==> config.mk <==
export PLATFORM = sky130hd
export DESIGN_NAME = wit_top
export DESIGN_NICKNAME = d
export VERILOG_FILES = /design/src/wit_pkg.sv /design/src/wit_baud_gen.sv /design/src/wit_top.sv /design/src/wit_watch_cnt.sv
export VERILOG_INCLUDE_DIRS = /design/src /design/src/src
export SDC_FILE = /design/constraint.sdc
export NUM_CORES = 1
export LEC_CHECK = 0
export ABC_AREA = 0
export ABC_CLOCK_PERIOD_IN_PS = 2200
export BUFFER_PORTS_ARGS = -buffer_cell sky130_fd_sc_hd__buf_2
export CAP_MARGIN = 20
export CORE_ASPECT_RATIO = 0.9
export CORE_UTILIZATION = 52
export DETAILED_ROUTE_END_ITERATION = 8
export PLACE_DENSITY_LB_ADDON = 0.25
export SLEW_MARGIN = 20
export SYNTH_ARGS = -nofsm -noshare
export SYNTH_HDL_FRONTEND = slang
export SYNTH_HIERARCHICAL = 1
export SYNTH_SLANG_ARGS = --single-unit
==> constraint.sdc <==
create_clock -name ref_clk -period 2.2 [get_ports ref_clk]
set_clock_uncertainty 0.15 [all_clocks]
set_input_delay 0.22 -clock ref_clk [delete_from_list [all_inputs] [get_ports ref_clk]]
set_output_delay 0.22 -clock ref_clk [all_outputs]
set_load 0.05 [all_outputs]
==> src/wit_defs.svh <==
// register map, field positions and reset values of the watch/interval timer
`ifndef WIT_DEFS_SVH
`define WIT_DEFS_SVH

// ----------------------------------------------------------------------------
// register map (byte addresses, one byte each)
// ----------------------------------------------------------------------------
`define WIT_ADDR_W        32
`define WIT_DATA_W        8
`define WIT_OFS_MODE      32'hFFFFF680
`define WIT_OFS_PSMODE    32'hFFFFF684
`define WIT_OFS_CMP       32'hFFFFF688
`define WIT_OFS_STATUS    32'hFFFFF68C

// ----------------------------------------------------------------------------
// reset values
// ----------------------------------------------------------------------------
`define WIT_RST_MODE      8'h00
`define WIT_RST_PSMODE    8'h00
`define WIT_RST_CMP       8'h00

// ----------------------------------------------------------------------------
// watch mode control fields
// ----------------------------------------------------------------------------
`define WIT_MODE_RUN      0
`define WIT_MODE_CNT      1
`define WIT_MODE_WP_LO    2
`define WIT_MODE_WP_HI    3
`define WIT_MODE_IV_LO    4
`define WIT_MODE_IV_HI    6
`define WIT_MODE_SRC      7

// ----------------------------------------------------------------------------
// prescaler mode fields and single-bit write encoding
// ----------------------------------------------------------------------------
`define WIT_PS_SEL_LO     0
`define WIT_PS_SEL_HI     1
`define WIT_PS_EN         7
`define WIT_BIT_IDX_HI    2
`define WIT_BIT_VAL       3

// ----------------------------------------------------------------------------
// divider figures
// ----------------------------------------------------------------------------
`define WIT_CMP_ZERO_N    9'd256
`define WIT_IV_BASE       12'h010
`define WIT_SLOW_BITS     9

`endif

==> src/wit_pkg.sv <==
// types shared by the watch/interval timer modules
package wit_pkg;

  // operating phase, gray coded along idle -> interval -> watch
  typedef enum logic [1:0] {
    WIT_IDLE     = 2'b00,
    WIT_INTERVAL = 2'b01,
    WIT_WATCH    = 2'b11
  } wit_state_t;

  typedef logic [7:0] wit_byte_t;

endpackage : wit_pkg

==> src/wit_baud_gen.sv <==
// main-clock divider producing the nominal 32.768 kHz watch clock tick
`include "wit_defs.svh"

module wit_baud_gen (
  input  wire logic       ref_clk,
  input  wire logic       rstn,
  input  wire logic       enable,
  input  wire logic [1:0] src_sel,
  input  wire logic [7:0] cmp,
  output logic            brg_tick
);

  logic [2:0] div_q;
  logic [8:0] cnt_q;
  logic [8:0] half_n;
  logic [8:0] top;
  logic       src_tick;

  // source is fx / 2^m taken from the 3-bit prescaler
  always_comb begin
    case (src_sel)
      2'd0:    src_tick = 1'b1;
      2'd1:    src_tick = div_q[0];
      2'd2:    src_tick = &div_q[1:0];
      default: src_tick = &div_q;
    endcase
  end

  // a stored zero means 256; period is 2N source ticks
  assign half_n = (cmp == 8'h00) ? `WIT_CMP_ZERO_N : {1'b0, cmp};
  assign top    = 9'({half_n, 1'b0} - 10'd1);

  // counters held clear while disabled, so no stray tick leaks out
  always_ff @(posedge ref_clk or negedge rstn) begin
    if (!rstn) begin
      div_q    <= 3'h0;
      cnt_q    <= 9'h000;
      brg_tick <= 1'b0;
    end else if (!enable) begin
      div_q    <= 3'h0;
      cnt_q    <= 9'h000;
      brg_tick <= 1'b0;
    end else begin
      div_q    <= div_q + 3'd1;
      brg_tick <= src_tick && (cnt_q == top);
      if (src_tick) begin
        cnt_q <= (cnt_q == top) ? 9'h000 : cnt_q + 9'd1;
      end
    end
  end

  // helper: cycles since the previous tick
  logic [12:0] gap_q;
  logic        seen_q;
  always_ff @(posedge ref_clk or negedge rstn) begin
    if (!rstn) begin
      gap_q  <= 13'h0000;
      seen_q <= 1'b0;
    end else begin
      gap_q  <= brg_tick ? 13'd1 : gap_q + 13'd1;
      seen_q <= enable && (seen_q || brg_tick);
    end
  end
endmodule // wit_baud_gen

==> src/wit_top.sv <==
// watch timer with interval timer, register port and interrupt pulses
//
// Contract
// - Prescaler mode register resets to zero; byte and single-bit read/write.
// - Prescaler enable set delivers the divided main clock; clear stops it.
// - Compare register is 8 bits, byte access only, resets to zero.
// - Divided watch clock is source over 2N; stored zero means N=256.
// - Source select m picks main clock over 2^m.
// - Operation mode register is 8 bits, resets zero, byte and bit access.
// - Mode 6:4 choose interval 2^4..2^11; bit 7 picks subclock or divider.
// - Mode 3:2 choose watch period 2^14, 2^13, 2^5 or 2^4.
// - Mode bit 1 runs the 5-bit counter; clear stops and clears it.
// - Mode bit 0 clear stops and clears prescaler and counter; set enables.
// - Watch counting starts only when mode bits 1 and 0 are both set.
// - Clearing bit 1 alone clears only the counter; interval keeps running.
// - A 3-bit prescaler makes main clock over 2, 4 and 8.
// - Watch counter counts the watch clock or watch clock/2^9 per period.
//
// The strobed register port was left to the implementer.
`include "wit_defs.svh"

module wit_top (
  input  wire logic                   ref_clk,
  input  wire logic                   rstn,
  input  wire logic                   sub_clk_pin,
  input  wire logic [`WIT_ADDR_W-1:0] reg_addr,
  input  wire logic [`WIT_DATA_W-1:0] reg_wdata,
  input  wire logic                   reg_wr,
  input  wire logic                   reg_bit_wr,
  input  wire logic                   reg_rd,
  output logic [`WIT_DATA_W-1:0]      reg_rdata_q,
  output logic                        watch_irq,
  output logic                        interval_irq_q
);

  // --------------------------------------------------------------------------
  // declarations
  // --------------------------------------------------------------------------
  wit_pkg::wit_byte_t    mode_q;
  wit_pkg::wit_byte_t    psmode_q;
  wit_pkg::wit_byte_t    cmp_q;
  wit_pkg::wit_state_t   state_q;
  wit_pkg::wit_state_t   state_d;
  logic [10:0]           pre_q;
  logic [10:0]           iv_mask;
  logic [4:0]            watch_count;
  logic [2:0]            bit_idx;
  logic                  bit_val;
  logic                  sel_mode;
  logic                  sel_psmode;
  logic                  sel_cmp;
  logic                  sel_status;
  logic                  brg_tick;
  logic                  wclk_tick;
  logic                  slow_tick;
  logic                  iv_wrap;
  logic                  run_en;
  logic                  sub_s1_q;
  logic                  sub_s2_q;
  logic                  sub_s3_q;
  logic                  sub_lvl_q;
  logic                  sub_rise;

  // --------------------------------------------------------------------------
  // address decode
  // --------------------------------------------------------------------------
  // full-address compare, nothing aliases across the map
  always_comb begin
    sel_mode   = 1'b0;
    sel_psmode = 1'b0;
    sel_cmp    = 1'b0;
    sel_status = 1'b0;
    if (reg_addr == `WIT_OFS_MODE) begin
      sel_mode = 1'b1;
    end else if (reg_addr == `WIT_OFS_PSMODE) begin
      sel_psmode = 1'b1;
    end else if (reg_addr == `WIT_OFS_CMP) begin
      sel_cmp = 1'b1;
    end else if (reg_addr == `WIT_OFS_STATUS) begin
      sel_status = 1'b1;
    end
  end

  // single-bit write carries index and value in the low data bits
  assign bit_idx = reg_wdata[`WIT_BIT_IDX_HI:0];
  assign bit_val = reg_wdata[`WIT_BIT_VAL];

  // --------------------------------------------------------------------------
  // software registers
  // --------------------------------------------------------------------------
  // operation mode register, byte or bit writes
  always_ff @(posedge ref_clk or negedge rstn) begin
    if (!rstn) begin
      mode_q <= `WIT_RST_MODE;
    end else if (reg_wr && sel_mode) begin
      mode_q <= reg_wdata;
    end else if (reg_bit_wr && sel_mode) begin
      mode_q[bit_idx] <= bit_val;
    end
  end

  // prescaler mode register, byte or bit writes
  always_ff @(posedge ref_clk or negedge rstn) begin
    if (!rstn) begin
      psmode_q <= `WIT_RST_PSMODE;
    end else if (reg_wr && sel_psmode) begin
      psmode_q <= reg_wdata;
    end else if (reg_bit_wr && sel_psmode) begin
      psmode_q[bit_idx] <= bit_val;
    end
  end

  // compare register takes whole bytes only; bit writes are dropped
  always_ff @(posedge ref_clk or negedge rstn) begin
    if (!rstn) begin
      cmp_q <= `WIT_RST_CMP;
    end else if (reg_wr && sel_cmp) begin
      cmp_q <= reg_wdata;
    end
  end

  // read data stand only in the cycle after the strobe; unmapped reads zero
  always_ff @(posedge ref_clk or negedge rstn) begin
    if (!rstn) begin
      reg_rdata_q <= 8'h00;
    end else if (reg_rd) begin
      if (sel_mode) begin
        reg_rdata_q <= mode_q;
      end else if (sel_psmode) begin
        reg_rdata_q <= psmode_q;
      end else if (sel_cmp) begin
        reg_rdata_q <= cmp_q;
      end else if (sel_status) begin
        reg_rdata_q <= {1'b0, state_q, watch_count};
      end else begin
        reg_rdata_q <= 8'h00;
      end
    end else begin
      reg_rdata_q <= 8'h00;
    end
  end

  // --------------------------------------------------------------------------
  // subclock pin synchroniser
  // --------------------------------------------------------------------------
  // three stages; a level is accepted once stages two and three agree
  always_ff @(posedge ref_clk or negedge rstn) begin
    if (!rstn) begin
      sub_s1_q  <= 1'b0;
      sub_s2_q  <= 1'b0;
      sub_s3_q  <= 1'b0;
      sub_lvl_q <= 1'b0;
    end else begin
      sub_s1_q <= sub_clk_pin;
      sub_s2_q <= sub_s1_q;
      sub_s3_q <= sub_s2_q;
      if (sub_s2_q == sub_s3_q) begin
        sub_lvl_q <= sub_s3_q;
      end
    end
  end

  // the subclock must stay well below ref_clk / 4 for clean edges
  assign sub_rise = (sub_s2_q == sub_s3_q) && sub_s3_q && !sub_lvl_q;

  // --------------------------------------------------------------------------
  // main clock divider
  // --------------------------------------------------------------------------
  wit_baud_gen u_baud (
    .ref_clk  (ref_clk),
    .rstn     (rstn),
    .enable   (psmode_q[`WIT_PS_EN]),
    .src_sel  (psmode_q[`WIT_PS_SEL_HI:`WIT_PS_SEL_LO]),
    .cmp      (cmp_q),
    .brg_tick (brg_tick)
  );

  // --------------------------------------------------------------------------
  // operating phase
  // --------------------------------------------------------------------------
  // phase follows the two run bits directly
  always_comb begin
    case ({mode_q[`WIT_MODE_CNT], mode_q[`WIT_MODE_RUN]})
      2'b01:   state_d = wit_pkg::WIT_INTERVAL;
      2'b11:   state_d = wit_pkg::WIT_WATCH;
      default: state_d = wit_pkg::WIT_IDLE;
    endcase
  end

  always_ff @(posedge ref_clk or negedge rstn) begin
    if (!rstn) begin
      state_q <= wit_pkg::WIT_IDLE;
    end else begin
      state_q <= state_d;
    end
  end

  // --------------------------------------------------------------------------
  // watch clock and 11-bit prescaler
  // --------------------------------------------------------------------------
  assign run_en = (state_q != wit_pkg::WIT_IDLE);

  // source bit picks divided main clock or subclock
  assign wclk_tick = run_en && (mode_q[`WIT_MODE_SRC] ? brg_tick : sub_rise);

  // prescaler runs in both active phases, so watch adjust leaves it alone
  always_ff @(posedge ref_clk or negedge rstn) begin
    if (!rstn) begin
      pre_q <= 11'h000;
    end else if (!run_en) begin
      pre_q <= 11'h000;
    end else if (wclk_tick) begin
      pre_q <= pre_q + 11'd1;
    end
  end

  // interval of 2^(4+k) watch clock cycles
  assign iv_mask = 11'((`WIT_IV_BASE << mode_q[`WIT_MODE_IV_HI:`WIT_MODE_IV_LO]) - 12'h001);
  assign iv_wrap = ((pre_q & iv_mask) == iv_mask);

  // watch clock / 2^9 tap feeding the watch counter on long periods
  assign slow_tick = wclk_tick && (&pre_q[`WIT_SLOW_BITS-1:0]);

  // interval interrupt as a one-cycle pulse
  always_ff @(posedge ref_clk or negedge rstn) begin
    if (!rstn) begin
      interval_irq_q <= 1'b0;
    end else begin
      interval_irq_q <= wclk_tick && iv_wrap;
    end
  end

  // --------------------------------------------------------------------------
  // watch counter
  // --------------------------------------------------------------------------
  wit_watch_cnt u_watch (
    .ref_clk    (ref_clk),
    .rstn       (rstn),
    .run        (state_q == wit_pkg::WIT_WATCH),
    .wclk_tick  (wclk_tick),
    .slow_tick  (slow_tick),
    .period_sel (mode_q[`WIT_MODE_WP_HI:`WIT_MODE_WP_LO]),
    .count      (watch_count),
    .watch_irq  (watch_irq)
  );
endmodule // wit_top

==> src/wit_watch_cnt.sv <==
// 5-bit watch counter producing the watch interrupt pulse
module wit_watch_cnt (
  input  wire logic       ref_clk,
  input  wire logic       rstn,
  input  wire logic       run,
  input  wire logic       wclk_tick,
  input  wire logic       slow_tick,
  input  wire logic [1:0] period_sel,
  output logic [4:0]      count,
  output logic            watch_irq
);

  logic step;
  logic wrap;

  // long periods count watch clock / 2^9, short ones every watch clock tick
  assign step = period_sel[1] ? wclk_tick : slow_tick;
  assign wrap = period_sel[0] ? &count[3:0] : &count;

  // counter cleared whenever not running
  always_ff @(posedge ref_clk or negedge rstn) begin
    if (!rstn) begin
      count     <= 5'h00;
      watch_irq <= 1'b0;
    end else if (!run) begin
      count     <= 5'h00;
      watch_irq <= 1'b0;
    end else begin
      watch_irq <= step && wrap;
      if (step) begin
        count <= count + 5'd1;
      end
    end
  end
endmodule // wit_watch_cnt

==> results.md <==
* First-pass iteration count of the detailed router at 5
* EDFF count, synth at 0
* # IOs at between 50 and 60
* Most common cell after layout, fill and taps aside: dfrtp_1
* Net Count, Synth at ~460
* Hold EP: cmp_q[3]
* Critical R2R Launch: cmp_q[3]
* Max clock buf depth at 2
* #FFs+latches synth at 69
* Initial antenna violation count at 0
* CP Capture Type: flop
* Final period util at 0.979
* WL/cell at ~18 um
* Top FF cell, synth: dfrtp_1
* Die area at between 0.008 and 0.009 mm2
* R2R Path End: u_baud/brg_tick
* Vias in the first global route at ~3,600
* Via density at about 6.2
* Pwr/cell area at between 500 and 600 mW/mm2
* Portion of netlist area occupied by mux cells at 0.0671
* Crit Path Max Fanout at 6
* Setup WS pre-CTS at -0.0244 ns
* WL final at ~11 mm
* Main combinational cell family by area after synthesis: simple AND/OR/NAND/NOR gates
* Clock slew seen by the registers of the worst setup and hold paths at ~0.070 ns
* Slew Viols, Final at 0
* CP dominant cell by count: buf_4
* Max-cap violations at 0
* Fmax at 464 MHz
* Buf/Inv on CP at 2
* Simple-gate share of the synthesized area at 0.216
* Clock root buffer: clkbuf_8
* Final instance area at 0.00503 mm2
* Yosys synthesis warning count at 6
* WHS Path Cells at 2
* Crit path cell chain: nor3_2 > o21a_4 > buf_4 > mux2i_4 > buf_4 > nand2_1 > and4_1
* DRC viols at 0
* Initial core utilization at 0.553
* Setup crit start kind: flop
* 1st-iter DRT viols at around 230
* CP max stage delay at 0.49 ns
* Cell with the largest stage delay on the worst path: dfrtp_1
* # port buffers at 55
* Sequential cell area at around 0.0017 mm2
* Relative slew margins at 0.663
* Most frequent cells in the layout: dfrtp_1, buf_2, nor2_1, buf_4, nand2_1
* Unique masters post-synth at 61
* Cell count after synthesis at 408
* Leak at approximately 2.2 nW
* Min-delay worst type: input port to flop
* TritonCTS sink count at 69
* Status: finished, final reports clean
* CTS tree: built
* Die Y at around 85 um
* Post-route ant nets at 0
* Area share of fa/ha/maj cells after synthesis at 0.0313
* Final WS setup at roughly 0.045 ns
* Fillers at ~570
* Detailed placer's ending HPWL at 7.66 mm
* TritonCTS Buffers at 9
* WP data arrival at roughly 2.2 ns
* Share of post-route cells with drive strength above 1 at 0.288
* CP required at 2.28 ns
* # rows at 29
* Vias at ~3,700
* Global-route usage over all layers at 0.281
* ANT cells at 0
* Multi-input logic area at approximately 0.0023 mm2
* Layout Utilization at 0.697
* Area leader, netlist: dfrtp_1
* H-tree depth at 3
* Critical path class: flop to flop
* Hold_ws at around 0.12 ns
* Slew @ Worst Pin at 0.493 ns
* Sequential area share after synthesis at 0.433
* Cells taking the most area after synthesis: dfrtp_1, xnor2_1, mux2i_1, ha_1, nor2_1
* Post-DP Area at 0.00459 mm2
* Overflow after GRT at 0
* Maximum VDD drop at about 0.00038 V
* Synth Area in Compound Gates at 0.171
* Synth top area share at 0.433
* Pin count of the biggest net entering global routing at 70
* Fin cells at 597
* Placed instance count at between 500 and 600
* Mean Syn Cell Area at a little under 10 um2
* XOR/XNOR Fraction of Synth Area at 0.0527
* Delay-heaviest family, CP: simple AND/OR/NAND/NOR gates
* Hold Vio Cnt, Final at 0
* Final setup viols at 0
* Synthesis-to-layout area growth at 26.1%
* Die Wd at around 94 um
* First-pass GRT wire length at 17.3 mm
* Clock insertion delay at the later pin of the skew report at around 0.35 ns
* Asr flop ratio synth at 1.00
* Placer's final routability congestion estimate at 0.883
* Core area at approximately 0.0072 mm2
* Final Critical Period at between 2 and 2.5 ns
* Worst r2r path cells at 7
* Final layout net count at between 500 and 600
* Post-Syn Area at ~0.0040 mm2
* R2r setup slk at ~0.045 ns
* Hold Path Origin: reg_wdata[3]
metrics by stage:
stage / TNS, ns / power (mW)
final: 0 / 2.90
after global routing: -0.0926 / 3.01
after CTS: 0 / 2.91
after detailed placement: -0.0692 / 1.66
after global placement: 0 / 1.64
after floorplan: 0 / 1.53
worst max path at each step:
stage / from / endpoint / cells after the start
after global placement: reg_addr[0] / cmp_q[1] / 6
after detailed placement: cmp_q[0] / u_baud/cnt_q[1] / 8
after CTS: cmp_q[0] / u_baud/cnt_q[1] / 8
after floorplan: sub_s2_q / u_watch/count[3] / 8
final: cmp_q[3] / u_baud/brg_tick / 7
after global routing: cmp_q[3] / u_baud/brg_tick / 7
flip-flops by register name, indices dropped and copies added (netlist names):
register and cells:
pre_q 11, u_baud/cnt_q 9, cmp_q 8, mode_q 8, psmode_q 8, reg_rdata_q 8, u_watch/count 5, u_baud/div_q 3
state_q 2, interval_irq_q 1, sub_lvl_q 1, sub_s1_q 1, sub_s2_q 1, sub_s3_q 1, u_baud/brg_tick 1, u_watch/watch_irq 1
kinds of logic after synthesis:
kind of cell | count (synthesis)
buffers and inverters | 30
AO/OA/AOI/OAI | 103
multiplexers | 25
adder cells (fa/ha/maj) | 10
XOR/XNOR | 24
flip-flops | 69
AND/OR/NAND/NOR | 147
worst reg2reg max path, cell delays in order (launching register included):
cell	delay [ns]
dfrtp_1	0.49
nor3_2	0.43
o21a_4	0.22
buf_4	0.13
mux2i_4	0.25
buf_4	0.15
nand2_1	0.04
and4_1	0.18
repair_timing:
item                       4_1_cts  5_1_grt
hold buffers                     6        0
resized for setup                3       21
setup buffers                    0        5
setup endpoints to repair        9       15
pin swaps                        1        6
cloned                           0        0
hold endpoints to repair        74        0
synthesized netlist by cell type, drive strengths merged, types with 3 or more instances:
| master | number |
|---|---|
| a2111oi | 3 |
| a211oi | 14 |
| a21boi | 3 |
| a21oi | 24 |
| a31oi | 11 |
| and2 | 7 |
| and3 | 5 |
| and4 | 3 |
| buf | 4 |
| clkbuf | 12 |
| dfrtp | 69 |
| ha | 10 |
| inv | 14 |
| mux2 | 11 |
| mux2i | 14 |
| nand2 | 21 |
| nand3 | 17 |
| nand3b | 3 |
| nand4 | 9 |
| nand4b | 7 |
| nor2 | 33 |
| nor2b | 3 |
| nor3 | 6 |
| nor3b | 3 |
| nor4 | 10 |
| nor4b | 3 |
| o21a | 4 |
| o21ai | 14 |
| o22ai | 9 |
| o31a | 3 |
| o31ai | 6 |
| or3 | 3 |
| or4 | 3 |
| xnor2 | 16 |
| xor2 | 8 |
metal layers:
| metal | track usage | vias up | wire, um |
|---|---|---|---|
| li1 | - | 1720 | - |
| met1 | 0.380 | 1802 | 4660 |
| met2 | 0.440 | 173 | 5090 |
| met3 | 0.0681 | 20 | 706 |
| met4 | 0.0937 | 0 | 214 |
| met5 | 0 | - | 0 |
where the power goes:
part           switching [mW]  leakage (nW)  internal, mW  total [mW]
clock                   0.494         0.116         0.753        1.25
combinational           0.162          1.19         0.130       0.291
sequential             0.0465         0.933          1.31        1.36
area by class of cell:
cell class / instances / share of cell area
clock buffer: 10 / 0.0254
sequential: 69 / 0.343
multi-input combinational: 309 / 0.454
inverter: 14 / 0.0104
timing repair buffer: 96 / 0.122
tap: 93 / 0.0231
clock inverter: 6 / 0.0221
(Power assumes the default switching activity.)
